## src/rtl/csb_pkg.sv

```systemverilog
// constants for the compare / skip / branch execution block
// assumes a 16-bit instruction word and a 16-bit word-addressed program counter
package csb_pkg;

    // ------------------------------------------------------------
    // widths
    // ------------------------------------------------------------
    localparam int unsigned INSTR_W = 16;
    localparam int unsigned PC_W    = 16;
    localparam int unsigned DATA_W  = 8;
    localparam int unsigned CNT_W   = 2;

    // ------------------------------------------------------------
    // opcode matching: (word & mask) == pattern
    // ------------------------------------------------------------
    localparam logic [15:0] CMP_IMM_MASK      = 16'hf000;
    localparam logic [15:0] CMP_IMM_PAT       = 16'h3000;
    localparam logic [15:0] SKIP_REG_MASK     = 16'hfe08;
    localparam logic [15:0] SKIP_REG_CLR_PAT  = 16'hfc00;
    localparam logic [15:0] SKIP_REG_SET_PAT  = 16'hfe00;
    localparam logic [15:0] SKIP_IO_MASK      = 16'hff00;
    localparam logic [15:0] SKIP_IO_CLR_PAT   = 16'h9900;
    localparam logic [15:0] SKIP_IO_SET_PAT   = 16'h9b00;
    localparam logic [15:0] BRANCH_MASK       = 16'hfc00;
    localparam logic [15:0] BRANCH_SET_PAT    = 16'hf000;
    localparam logic [15:0] BRANCH_CLR_PAT    = 16'hf400;

    // ------------------------------------------------------------
    // field positions
    // ------------------------------------------------------------
    localparam int unsigned BIT_SEL_LSB   = 0;
    localparam int unsigned BIT_SEL_W     = 3;
    localparam int unsigned OFFSET_LSB    = 3;
    localparam int unsigned OFFSET_W      = 7;
    localparam int unsigned IMM_HI_LSB    = 8;
    localparam int unsigned IMM_LO_LSB    = 0;
    localparam int unsigned IMM_NIB_W     = 4;

    // ------------------------------------------------------------
    // status_flags bit positions
    // ------------------------------------------------------------
    localparam int unsigned FLAG_C = 0;
    localparam int unsigned FLAG_Z = 1;
    localparam int unsigned FLAG_N = 2;
    localparam int unsigned FLAG_V = 3;
    localparam int unsigned FLAG_H = 5;
    localparam logic [7:0]  CMP_FLAG_MASK = 8'h2f;

    // ------------------------------------------------------------
    // pc steps, cycle counts (extra cycles beyond the first) and reset values
    // ------------------------------------------------------------
    localparam logic [PC_W-1:0]  PC_STEP_NEXT    = 16'h0001;
    localparam logic [PC_W-1:0]  PC_STEP_SKIP1   = 16'h0002;
    localparam logic [PC_W-1:0]  PC_STEP_SKIP2   = 16'h0003;
    localparam logic [CNT_W-1:0] EXTRA_NONE      = 2'h0;
    localparam logic [CNT_W-1:0] EXTRA_ONE       = 2'h1;
    localparam logic [CNT_W-1:0] EXTRA_TWO       = 2'h2;
    localparam logic [PC_W-1:0]  PC_RESET        = 16'h0000;
    localparam logic [7:0]       FLAGS_RESET     = 8'h00;

    typedef enum logic [2:0] {
        OP_NONE,
        OP_CMP_IMM,
        OP_SKIP_REG_CLR,
        OP_SKIP_REG_SET,
        OP_SKIP_IO_CLR,
        OP_SKIP_IO_SET,
        OP_BRANCH_SET,
        OP_BRANCH_CLR
    } csb_op_t;

    typedef enum logic {
        ST_IDLE,
        ST_EXEC
    } csb_state_t;

endpackage

```

## src/rtl/csb_cmp_flags.sv

```systemverilog
// subtract-and-flag unit for compare against an immediate
// assumes operands are stable for the cycle in which the result is used
`timescale 1ns/10ps
module csb_cmp_flags
    import csb_pkg::*;
(
    input  wire logic [csb_pkg::DATA_W-1:0] rd_val,
    input  wire logic [csb_pkg::DATA_W-1:0] imm_val,
    input  wire logic [7:0]                 flags_in,
    output logic      [7:0]                 flags_out
);

    import csb_pkg::*;

    logic [DATA_W-1:0] diff;

    // difference is only used for flags and never written back
    always_comb begin
        diff      = rd_val - imm_val;
        flags_out = flags_in;
        flags_out[FLAG_Z] = (diff == 8'h00);
        flags_out[FLAG_N] = diff[7];
        flags_out[FLAG_V] = (rd_val[7] & ~imm_val[7] & ~diff[7])
                          | (~rd_val[7] & imm_val[7] & diff[7]);
        flags_out[FLAG_C] = (~rd_val[7] & imm_val[7]) | (imm_val[7] & diff[7])
                          | (diff[7] & ~rd_val[7]);
        flags_out[FLAG_H] = (~rd_val[3] & imm_val[3]) | (imm_val[3] & diff[3])
                          | (diff[3] & ~rd_val[3]);
    end

endmodule

```

## src/rtl/csb_exec.sv

```systemverilog
// execution of compare-immediate, bit skips and flag branches
// assumes decode presents the word with its operand data in the same cycle
//
// Behaviour
// RULE1: compare immediate updates Z N V C H only
// RULE2: register bit clear skips next instruction
// RULE3: register bit set skips next instruction
// RULE4: io bit clear skips, flags untouched
// RULE5: io bit set skips, flags untouched
// RULE6: flag set branches to pc plus k plus one
// RULE7: flag clear branches likewise, flags untouched
// RULE8: carry clear takes the relative branch
// RULE9: carry set takes the relative branch
// RULE10: same-or-higher equals carry clear branch
`timescale 1ns/10ps
module csb_exec
    import csb_pkg::*;
(
    input  wire logic                        CLK,
    input  wire logic                        RST,
    input  wire logic                        INSTR_VALID,
    input  wire logic [csb_pkg::INSTR_W-1:0] INSTR,
    input  wire logic                        NEXT_TWO_WORD,
    input  wire logic [csb_pkg::PC_W-1:0]    PC,
    input  wire logic [csb_pkg::DATA_W-1:0]  REG_DATA,
    input  wire logic [csb_pkg::DATA_W-1:0]  IO_DATA,
    input  wire logic [7:0]                  FLAGS_IN,
    output logic                             INSTR_READY,
    output logic                             DONE,
    output logic                             PC_LOAD,
    output logic      [csb_pkg::PC_W-1:0]    PC_NEXT,
    output logic                             FLAGS_WE,
    output logic      [7:0]                  FLAGS_OUT
);

    import csb_pkg::*;

    // ------------------------------------------------------------
    // helpers
    // ------------------------------------------------------------
    function automatic csb_op_t decode_op(input logic [INSTR_W-1:0] w);
        csb_op_t op;
        op = OP_NONE;
        if ((w & CMP_IMM_MASK) == CMP_IMM_PAT)
            op = OP_CMP_IMM;
        else if ((w & SKIP_REG_MASK) == SKIP_REG_CLR_PAT)
            op = OP_SKIP_REG_CLR;
        else if ((w & SKIP_REG_MASK) == SKIP_REG_SET_PAT)
            op = OP_SKIP_REG_SET;
        else if ((w & SKIP_IO_MASK) == SKIP_IO_CLR_PAT)
            op = OP_SKIP_IO_CLR;
        else if ((w & SKIP_IO_MASK) == SKIP_IO_SET_PAT)
            op = OP_SKIP_IO_SET;
        else if ((w & BRANCH_MASK) == BRANCH_SET_PAT)
            op = OP_BRANCH_SET;
        else if ((w & BRANCH_MASK) == BRANCH_CLR_PAT)
            op = OP_BRANCH_CLR;
        return op;
    endfunction

    function automatic logic pick_bit(input logic [7:0] v,
                                      input logic [INSTR_W-1:0] w);
        logic [BIT_SEL_W-1:0] sel;
        sel = w[BIT_SEL_LSB +: BIT_SEL_W];
        return v[sel];
    endfunction

    function automatic logic [PC_W-1:0] rel_target(input logic [PC_W-1:0] pc,
                                                   input logic [INSTR_W-1:0] w);
        logic [OFFSET_W-1:0] k;
        logic [PC_W-1:0]     k_ext;
        k     = w[OFFSET_LSB +: OFFSET_W];
        k_ext = {{(PC_W-OFFSET_W){k[OFFSET_W-1]}}, k};
        return pc + k_ext + PC_STEP_NEXT;
    endfunction

    // ------------------------------------------------------------
    // state
    // ------------------------------------------------------------
    typedef struct packed {
        csb_state_t       state;
        logic [CNT_W-1:0] extra;
        logic             taken;
        logic [PC_W-1:0]  pc_next;
        logic             flags_we;
        logic [7:0]       flags;
    } csb_regs_t;

    csb_regs_t         r_q;
    csb_regs_t         r_d;
    csb_op_t           op;
    logic              accept;
    logic              finish;
    logic [DATA_W-1:0] imm_val;
    logic [7:0]        cmp_flags;
    logic              cond;

    assign op      = decode_op(INSTR);
    assign imm_val = {INSTR[IMM_HI_LSB +: IMM_NIB_W], INSTR[IMM_LO_LSB +: IMM_NIB_W]};

    csb_cmp_flags u_cmp (
        .rd_val    (REG_DATA),
        .imm_val   (imm_val),
        .flags_in  (FLAGS_IN),
        .flags_out (cmp_flags)
    );

    // ------------------------------------------------------------
    // handshake: a new word is taken while idle or in the last cycle
    // ------------------------------------------------------------
    assign finish      = (r_q.state == ST_EXEC) && (r_q.extra == EXTRA_NONE);
    assign INSTR_READY = (r_q.state == ST_IDLE) || finish;
    assign accept      = INSTR_VALID && INSTR_READY;
    assign DONE        = finish;
    assign PC_LOAD     = finish && r_q.taken;
    assign PC_NEXT     = r_q.pc_next;
    assign FLAGS_WE    = finish && r_q.flags_we;
    assign FLAGS_OUT   = r_q.flags;

    // ------------------------------------------------------------
    // next state
    // ------------------------------------------------------------
    always_comb begin
        r_d  = r_q;
        cond = 1'b0;
        if (r_q.state == ST_EXEC && r_q.extra != EXTRA_NONE) begin
            r_d.extra = r_q.extra - EXTRA_ONE;
        end else if (finish) begin
            r_d.state = ST_IDLE;
        end
        if (accept) begin
            r_d.state    = ST_EXEC;
            r_d.extra    = EXTRA_NONE;
            r_d.taken    = 1'b0;
            r_d.pc_next  = PC + PC_STEP_NEXT;
            r_d.flags_we = 1'b0;
            r_d.flags    = FLAGS_IN;
            unique case (op)
                OP_CMP_IMM: begin
                    // only the compare flags change, no result is stored
                    r_d.flags    = (cmp_flags & CMP_FLAG_MASK)
                                 | (FLAGS_IN & ~CMP_FLAG_MASK);    // [RULE1]
                    r_d.flags_we = 1'b1;                          // [RULE1]
                end
                OP_SKIP_REG_CLR: cond = ~pick_bit(REG_DATA, INSTR); // [RULE2]
                OP_SKIP_REG_SET: cond = pick_bit(REG_DATA, INSTR);  // [RULE3]
                OP_SKIP_IO_CLR:  cond = ~pick_bit(IO_DATA, INSTR);  // [RULE4]
                OP_SKIP_IO_SET:  cond = pick_bit(IO_DATA, INSTR);   // [RULE5]
                // carry tests are flag index zero of these two forms
                OP_BRANCH_SET:   cond = pick_bit(FLAGS_IN, INSTR);  // [RULE6] [RULE9]
                OP_BRANCH_CLR:   cond = ~pick_bit(FLAGS_IN, INSTR); // [RULE7] [RULE8] [RULE10]
                OP_NONE:         cond = 1'b0;
            endcase
            if (cond) begin
                r_d.taken = 1'b1;
                if (op == OP_BRANCH_SET || op == OP_BRANCH_CLR) begin
                    r_d.pc_next = rel_target(PC, INSTR);          // [RULE6] [RULE7]
                    r_d.extra   = EXTRA_ONE;                      // [RULE6]
                end else if (NEXT_TWO_WORD) begin
                    r_d.pc_next = PC + PC_STEP_SKIP2;             // [RULE2]
                    r_d.extra   = EXTRA_TWO;                      // [RULE2]
                end else begin
                    r_d.pc_next = PC + PC_STEP_SKIP1;             // [RULE2]
                    r_d.extra   = EXTRA_ONE;                      // [RULE2]
                end
            end
        end
    end

    // ------------------------------------------------------------
    // registers
    // ------------------------------------------------------------
    always_ff @(posedge CLK or posedge RST) begin
        if (RST) begin
            r_q.state    <= ST_IDLE;
            r_q.extra    <= EXTRA_NONE;
            r_q.taken    <= 1'b0;
            r_q.pc_next  <= PC_RESET;
            r_q.flags_we <= 1'b0;
            r_q.flags    <= FLAGS_RESET;
        end else begin
            r_q <= r_d;
        end
    end

endmodule

```

## config.mk

```make
export PLATFORM = sky130hd
export DESIGN_NAME = csb_exec
export DESIGN_NICKNAME = d
export VERILOG_FILES = /design/src/rtl/csb_pkg.sv /design/src/rtl/csb_cmp_flags.sv /design/src/rtl/csb_exec.sv
export SDC_FILE = /design/constraint.sdc
export NUM_CORES = 1
export LEC_CHECK = 0
export ABC_AREA = 1
export BUFFER_PORTS_ARGS = -buffer_cell sky130_fd_sc_hd__clkbuf_2
export CELL_PAD_IN_SITES_DETAIL_PLACEMENT = 1
export CELL_PAD_IN_SITES_GLOBAL_PLACEMENT = 2
export CORE_MARGIN = 4
export CORE_UTILIZATION = 31
export CTS_CLUSTER_SIZE = 40
export DETAILED_ROUTE_END_ITERATION = 6
export GPL_TIMING_DRIVEN = 0
export PLACE_DENSITY_LB_ADDON = 0.08
export RECOVER_POWER = 25
export SYNTH_ARGS = -nofsm -noshare
export SYNTH_HDL_FRONTEND = slang
export SYNTH_SLANG_ARGS = --single-unit
```

## constraint.sdc

```tcl
create_clock -name CLK -period 3 [get_ports CLK]
set_clock_uncertainty 0.1 [all_clocks]
set_input_delay 0.3 -clock CLK [delete_from_list [all_inputs] [get_ports CLK]]
set_output_delay 0.3 -clock CLK [all_outputs]
set_load 0.03 [all_outputs]
```

==> results of run 1 <==
## repair_timing
action	CTS	global route
setup buffers	0	1
resized for setup	0	5
endpoints found under the setup margin	0	2
## metal layers
layer / vias up / routed length, um
met5: - / 0
met4: 0 / 166
met3: 14 / 480
met2: 75 / 6271
met1: 2106 / 7080
li1: 2353 / -
## worst reg2reg max path: stages (launching register included)
cell	delay [ns]
dfrtp_1	0.32
inv_1	0.06
ha_1	0.22
nor2_1	0.15
inv_1	0.10
nand2_1	0.12
clkbuf_1	0.43
clkbuf_1	0.46
nand2_1	0.14
nand2_1	0.10
## area by class of cell
class / count / share of cell area (%)
inverters: 99 / 7.602
flip-flops and latches: 29 / 14.85
repair buffers: 88 / 9.112
multi-input cells: 524 / 55.82
well taps: 172 / 4.402
plain buffers: 38 / 5.298
clock buffers: 7 / 2.918
## stage by stage
step,instances,hold slack [ns],cell area (sq um),power [W],util (%)
final,957,0.1586,4888,0.002775,38.42
after global routing,957,0.1672,4888,0.003027,38.42
after CTS,956,0.1601,4862,0.002806,38.22
after detailed placement,949,0.3676,4720,0.002310,37.10
after global placement,949,0.3628,4720,0.002265,37.10
after floorplan,690,0.2781,4069,0.001842,-
## where the power goes
| part | switching (W) | internal (W) |
|---|---|---|
| Combinational | 0.00103 | 0.000599 |
| Sequential | 0.0000966 | 0.000574 |
| Clock | 0.000154 | 0.000324 |
| Total | 0.00128 | 0.00150 |
## cell families after synthesis
kind of cell | after synthesis | synth area share (%)
AOI/OAI and AO/OA | 51 | 6.950
xor gates and xnor gates | 23 | 4.951
adders and majority gates | 33 | 10.89
buffers and inverters | 137 | 15.50
DFF | 29 | 17.84
and+or+nand+nor | 417 | 43.88
## flip-flops by register name (all words and copies together), names as in the netlist
signal     flops
PC_NEXT       16
r_q            5
FLAGS_OUT      8
## cells in the final DEF (no fill, tap or decap), drive strengths merged, types with 4 or more instances in the layout
master / n
nand2: 249
a21oi: 19
inv: 98
fa: 4
o21bai: 4
xor2: 17
nor3: 9
nand4: 12
clkbuf: 101
nand3b: 5
xnor2: 6
o21ai: 21
or2: 4
buf: 32
o211ai: 5
nand3: 91
dfrtp: 29
nor2: 44
ha: 29
## worst max path at each step
stage,startpoint,to,slack [ns],cells after the start
6_report,INSTR[2],FLAGS_OUT[1],0.19,17
5_1_grt,INSTR[2],FLAGS_OUT[1],0.009,17
4_1_cts,INSTR[2],FLAGS_OUT[1],0.008,17
3_5_place_dp,INSTR[2],FLAGS_OUT[1],-0.26,17
3_3_place_gp,INSTR[2],FLAGS_OUT[1],-0.26,17
2_1_floorplan,INSTR[2],FLAGS_OUT[1],0.29,16
==> summary.txt, run 1 <==
Outcome
  • Status: complete, no violations

GRT
  • Vias in the first global route: 4623
  • GRT Max-Usage Layer: met2
  • Initial antenna violation count: 0
  • Total grt overflow: 0
  • Grt met2 use: 31.50%
  • First-pass GRT wire length: 22.67 mm
  • GRT Total Usage: 18.88%
  • GR Layer Usage met1: 26.82%
  • Met3 usage: 1.521%
  • Largest net degree at the start of global routing: 30

Floorplanning
  • Ports: 88
  • Core Area: 0.01272 sq mm
  • Initial core utilization: 31.98%
  • Die Ht: 122.6 um
  • Die area: 0.01502 sq mm
  • FP Rows: 41
  • Die width: 122.6 um

Synth
  • Post-synth top area share: 22.69%
  • Mapped cell area: 0.004069 sq mm
  • Most used flip-flop cell after synthesis: dfrtp_1
  • Synth async-reset ratio: 100.0%
  • Net count after synthesis: 783
  • Synth area leaders: nand2_1, dfrtp_1, nand3_1, ha_1, inv_1
  • Post-Syn Area per Cell: 5.897 sq um
  • Commonest cells in the netlist: nand2_1, inv_1, nand3_1
  • Seq cells post-synth: 29
  • Syn Inst Count: 690
  • Syn. warnings: 0
  • Most common cell in the netlist: nand2_1
  • Yosys cell types: 30
  • Post-synth EDFFs: 0
  • Seq/Total Area, Yosys: 17.84%
  • Synth area leader: nand2_1

Worst hold path
  • Hold Path End: FLAGS_OUT[4]
  • Hold depth: 3
  • Min-Delay Startpoint: FLAGS_IN[4]
  • Worst Hold Class: primary input to register

Critical path
  • Top cell family by delay on the critical path: compound AO/OA/AOI/OAI gates
  • Worst setup EP type: register
  • Startpoint Class: primary input
  • CP bufs+invs: 3
  • CP most frequent cell: o21bai_1
  • Max stage delay cell, worst path: fa_1
  • Setup CP Type: primary input to register
  • FF-to-FF Start: r_q[26]
  • R2R Path End: PC_NEXT[3]
  • CP Cell Sequence: clkbuf_2 > inv_1 > ha_4 > nand2_1 > o21ai_2 > a21oi_1 > o21bai_1 > a21oi_1 > o21bai_1 > fa_1 > inv_1 > nand4_1 > nor3_1 > nand3_1 > nor2_1 > nand2_1 > o21bai_1
  • Worst-path fanout max: 4
  • Reg2reg path depth: 9
  • Worst R2R Setup Slack: 0.75 ns
  • Max stage delay on crit path: 0.45 ns
  • Required @ worst endpoint: 3.09 ns
  • Worst path arrival time: 2.90 ns

Clock tree
  • Clock slew at reported path FFs: 0.05 ns
  • CTS tree: built
  • Root buf cell: clkbuf_16
  • TritonCTS buffer count: 5
  • H-tree depth: 2
  • Hold-fix buffers, CTS: 0
  • Max Buffers Root-to-Sink: 2
  • Clock latency at the later pin of the worst-skew pair: 0.27 ns
  • CTS sink count: 29

Timing
  • Final Cycle Share: 93.66%
  • Endpoints failing hold: 0
  • Slew Limit Fails: 0
  • Achievable Freq: 355.9 MHz
  • Worst Tran Pin Value: 1.187 ns
  • RSZ-0062 raised after global routing: false
  • PnR worst setup slack: 0.1901 ns
  • Slew headroom: 20.23%
  • Tmin final: 2.810 ns
  • Finish-stage setup viols: 0
  • Setup TNS: 0 ns

Place
  • DP Worst Slack: -0.2592 ns
  • Routability congestion estimate: 0.8756
  • Post-detail-place hpwl: 12.07 mm
  • # port buffers: 87

Route
  • DRC: 0
  • Final wirelength: 14.00 mm
  • DR vias: 4548
  • Drt first pass iters: 4
  • Initial drt markers: 230
  • Via density: 4.752
  • WL/cell: 14.63 um
  • Antenna viol nets, final: 0

Finish
  • Total area of multi-input combinational cells: 0.002729 sq mm
  • Filler Cell Count: 1780
  • Nets: 878
  • Layout cell share with drive strength beyond 1: 17.71%
  • Storage element area: 725.7 sq um
  • Area Overhead vs Synth: 20.14%
  • Antenna Cells: 0

Power
  • Pwr Density: 567.8 mW/mm^2
  • P_leak: 2.795 nW
  • Maximum vdd drop: 0.0002595 V

Flow run
  • Max_cap viols: 0
(Power assumes the default switching activity.)
==> inputs of run 2 (changes only) <==
--- a/config.mk
+++ b/config.mk
@@ -5,12 +5,11 @@
 export SDC_FILE = /design/constraint.sdc
 export NUM_CORES = 1
 export LEC_CHECK = 0
-export ABC_AREA = 1
 export BUFFER_PORTS_ARGS = -buffer_cell sky130_fd_sc_hd__clkbuf_2
 export CELL_PAD_IN_SITES_DETAIL_PLACEMENT = 1
 export CELL_PAD_IN_SITES_GLOBAL_PLACEMENT = 2
 export CORE_MARGIN = 4
-export CORE_UTILIZATION = 31
+export CORE_UTILIZATION = 34
 export CTS_CLUSTER_SIZE = 40
 export DETAILED_ROUTE_END_ITERATION = 6
 export GPL_TIMING_DRIVEN = 0
@@ -18,4 +17,5 @@
 export RECOVER_POWER = 25
 export SYNTH_ARGS = -nofsm -noshare
 export SYNTH_HDL_FRONTEND = slang
+export SYNTH_HIERARCHICAL = 1
 export SYNTH_SLANG_ARGS = --single-unit
==> run 2 against run 1 <==
Net effect:
- die area down 19%
- register-to-register slack got worse by 0.18 ns
- critical endpoint is now PC_NEXT[7]
- clock power decreased by 38%
- largest power group unchanged
- combinational power fell by 6%
- fmax is 2.5% lower
- critical path type unchanged
- global-route usage up 0.59 points
==> summary.txt, run 2 <==
Timing
  • Finish-stage setup viols: 0
  • Worst Tran Pin Value: 1.168 ns
  • Slew Limit Fails: 0
  • Achievable Freq: 347.0 MHz
  • Final Cycle Share: 96.06%
  • Slew headroom: 22.07%
  • Endpoints failing hold: 0
  • WHS: 0.1734 ns
  • Tmin final: 2.882 ns
  • PnR worst setup slack: 0.1183 ns

Route
  • Met2 wire length: 5.453 mm
  • M1 wire length: 5.141 mm
  • Initial drt markers: 100
  • Via density: 5.174
  • Uppermost layer routed: met4
  • DRC: 0
  • WL/cell: 16.84 um
  • Antenna viol nets, final: 0
  • Routed wl met3: 475 um
  • DR vias: 3441
  • Final wirelength: 11.20 mm
  • Drt first pass iters: 4

Synth
  • Syn. warnings: 6
  • Syn Inst Count: 436
  • Mapped cell area: 0.003562 sq mm
  • Post-Syn Area per Cell: 8.170 sq um
  • Net count after synthesis: 530

Critical path
  • Crit path from: INSTR[1]
  • FF-to-FF Start: r_q[26]
  • Required @ worst endpoint: 3.07 ns
  • Reg2reg path depth: 8
  • Worst R2R Setup Slack: 0.57 ns
  • R2R Path End: r_q[26]
  • Startpoint Class: primary input
  • Worst-path fanout max: 10
  • Worst setup EP type: register
  • Worst path arrival time: 2.96 ns
  • Setup CP Type: primary input to register

Outcome
  • Status: complete, no violations

Worst hold path
  • Hold depth: 2
  • Min-Delay Startpoint: FLAGS_IN[4]
  • Worst Hold Class: primary input to register
  • Hold Path End: FLAGS_OUT[4]

GRT
  • First-pass GRT wire length: 18.55 mm
  • Total grt overflow: 0
  • Vias in the first global route: 3641
  • GRT Total Usage: 19.46%
  • Largest net degree at the start of global routing: 30
  • Initial antenna violation count: 0

Place
  • DP Worst Slack: -0.4396 ns
  • Area post-placement: 0.004163 sq mm
  • Post-detail-place hpwl: 9.293 mm
  • # port buffers: 86
  • Routability congestion estimate: 0.8078

Floorplanning
  • Initial core utilization: 34.66%
  • FP Rows: 37
  • Die width: 110.4 um
  • Core Area: 0.01028 sq mm
  • Ports: 88
  • Die Ht: 110.4 um
  • Die area: 0.01218 sq mm

Clock tree
  • Root buf cell: clkbuf_8
  • H-tree depth: 2
  • Clock slew at reported path FFs: 0.06 ns
  • CTS sink count: 29
  • CTS tree: built
  • Hold-fix buffers, CTS: 0
  • TritonCTS buffer count: 5
  • Max Buffers Root-to-Sink: 2
  • Clock latency at the later pin of the worst-skew pair: 0.28 ns

Finish
  • Commonest non-fill, non-tap cell in the layout: clkbuf_2
  • Final core area utilization: 41.45%
  • Nets: 624
  • Layout cell share with drive strength beyond 1: 27.41%
  • Largest register FFs: 16
  • Antenna Cells: 0
  • Area Overhead vs Synth: 19.60%
  • Final Cell Area: 0.004260 sq mm
  • Most frequent cells in the layout: clkbuf_2, nand2_1, nor2_1

Power
  • Maximum vdd drop: 0.0002973 V
  • Power Total: 0.002493 W
  • Pwr Density: 585.3 mW/mm^2
  • P_leak: 1.992 nW

Flow run
  • Max_cap viols: 0
==> run 2: stage by stage <==
| stage | cells | setup TNS [ns] |
|---|---|---|
| after floorplan | 436 | 0 |
| after global placement | 658 | -4.898 |
| after detailed placement | 658 | -5.478 |
| after CTS | 665 | 0 |
| after global routing | 665 | -0.02309 |
| final | 665 | 0 |
==> run 2: worst max path at each step <==
stage / to / slack, ns / depth (start not counted)
2_1_floorplan: PC_NEXT[7] / 0.20 / 10
3_3_place_gp: PC_NEXT[7] / -0.40 / 11
3_5_place_dp: PC_NEXT[7] / -0.44 / 11
4_1_cts: PC_NEXT[7] / 0.04 / 11
5_1_grt: PC_NEXT[7] / -0.02 / 11
6_report: PC_NEXT[7] / 0.12 / 11
==> run 2: critical path, stage by stage <==
cell,delay [ns]
clkbuf_2,0.12
clkbuf_4,0.21
mux4_2,0.51
mux2_2,0.31
o221a_1,0.30
nor4_4,0.36
nor2_1,0.15
buf_4,0.22
a211oi_1,0.20
a211oi_1,0.09
a21o_1,0.17
==> run 2: repair_timing <==
action,4_1_cts,5_1_grt
endpoints found under the hold margin,0,0
gates resized for setup,0,8
pin swaps,1,0
endpoints found under the setup margin,12,12
gates cloned,0,0
setup buffers,1,0
==> run 2: layer usage <==
metal,GRT usage (%),up-vias
met5,0,-
met2,34.53,68
met1,25.48,1646
met4,3.342,0
met3,2.679,8
li1,-,1719
==> run 2: layout make-up <==
cell class | count | area [sq um]
Timing Repair Buffer | 87 | 437.9
Clock buffer | 5 | 68.82
Multi-Input combinational cell | 344 | 2516
Clock inverter | 1 | 5.005
Inverter | 23 | 86.33
Sequential cell | 29 | 725.7
Tap cell | 136 | 170.2
Fill cell | 1302 | 6017
Buffer | 40 | 250.2
==> run 2: where the power goes <==
part / leakage (nW) / total [W] / switching (W) / internal [W]
sequential: 0.357 / 0.000670 / 0.0000998 / 0.000570
combinational: 1.60 / 0.00153 / 0.000907 / 0.000621
clock: 0.0399 / 0.000296 / 0.000143 / 0.000152
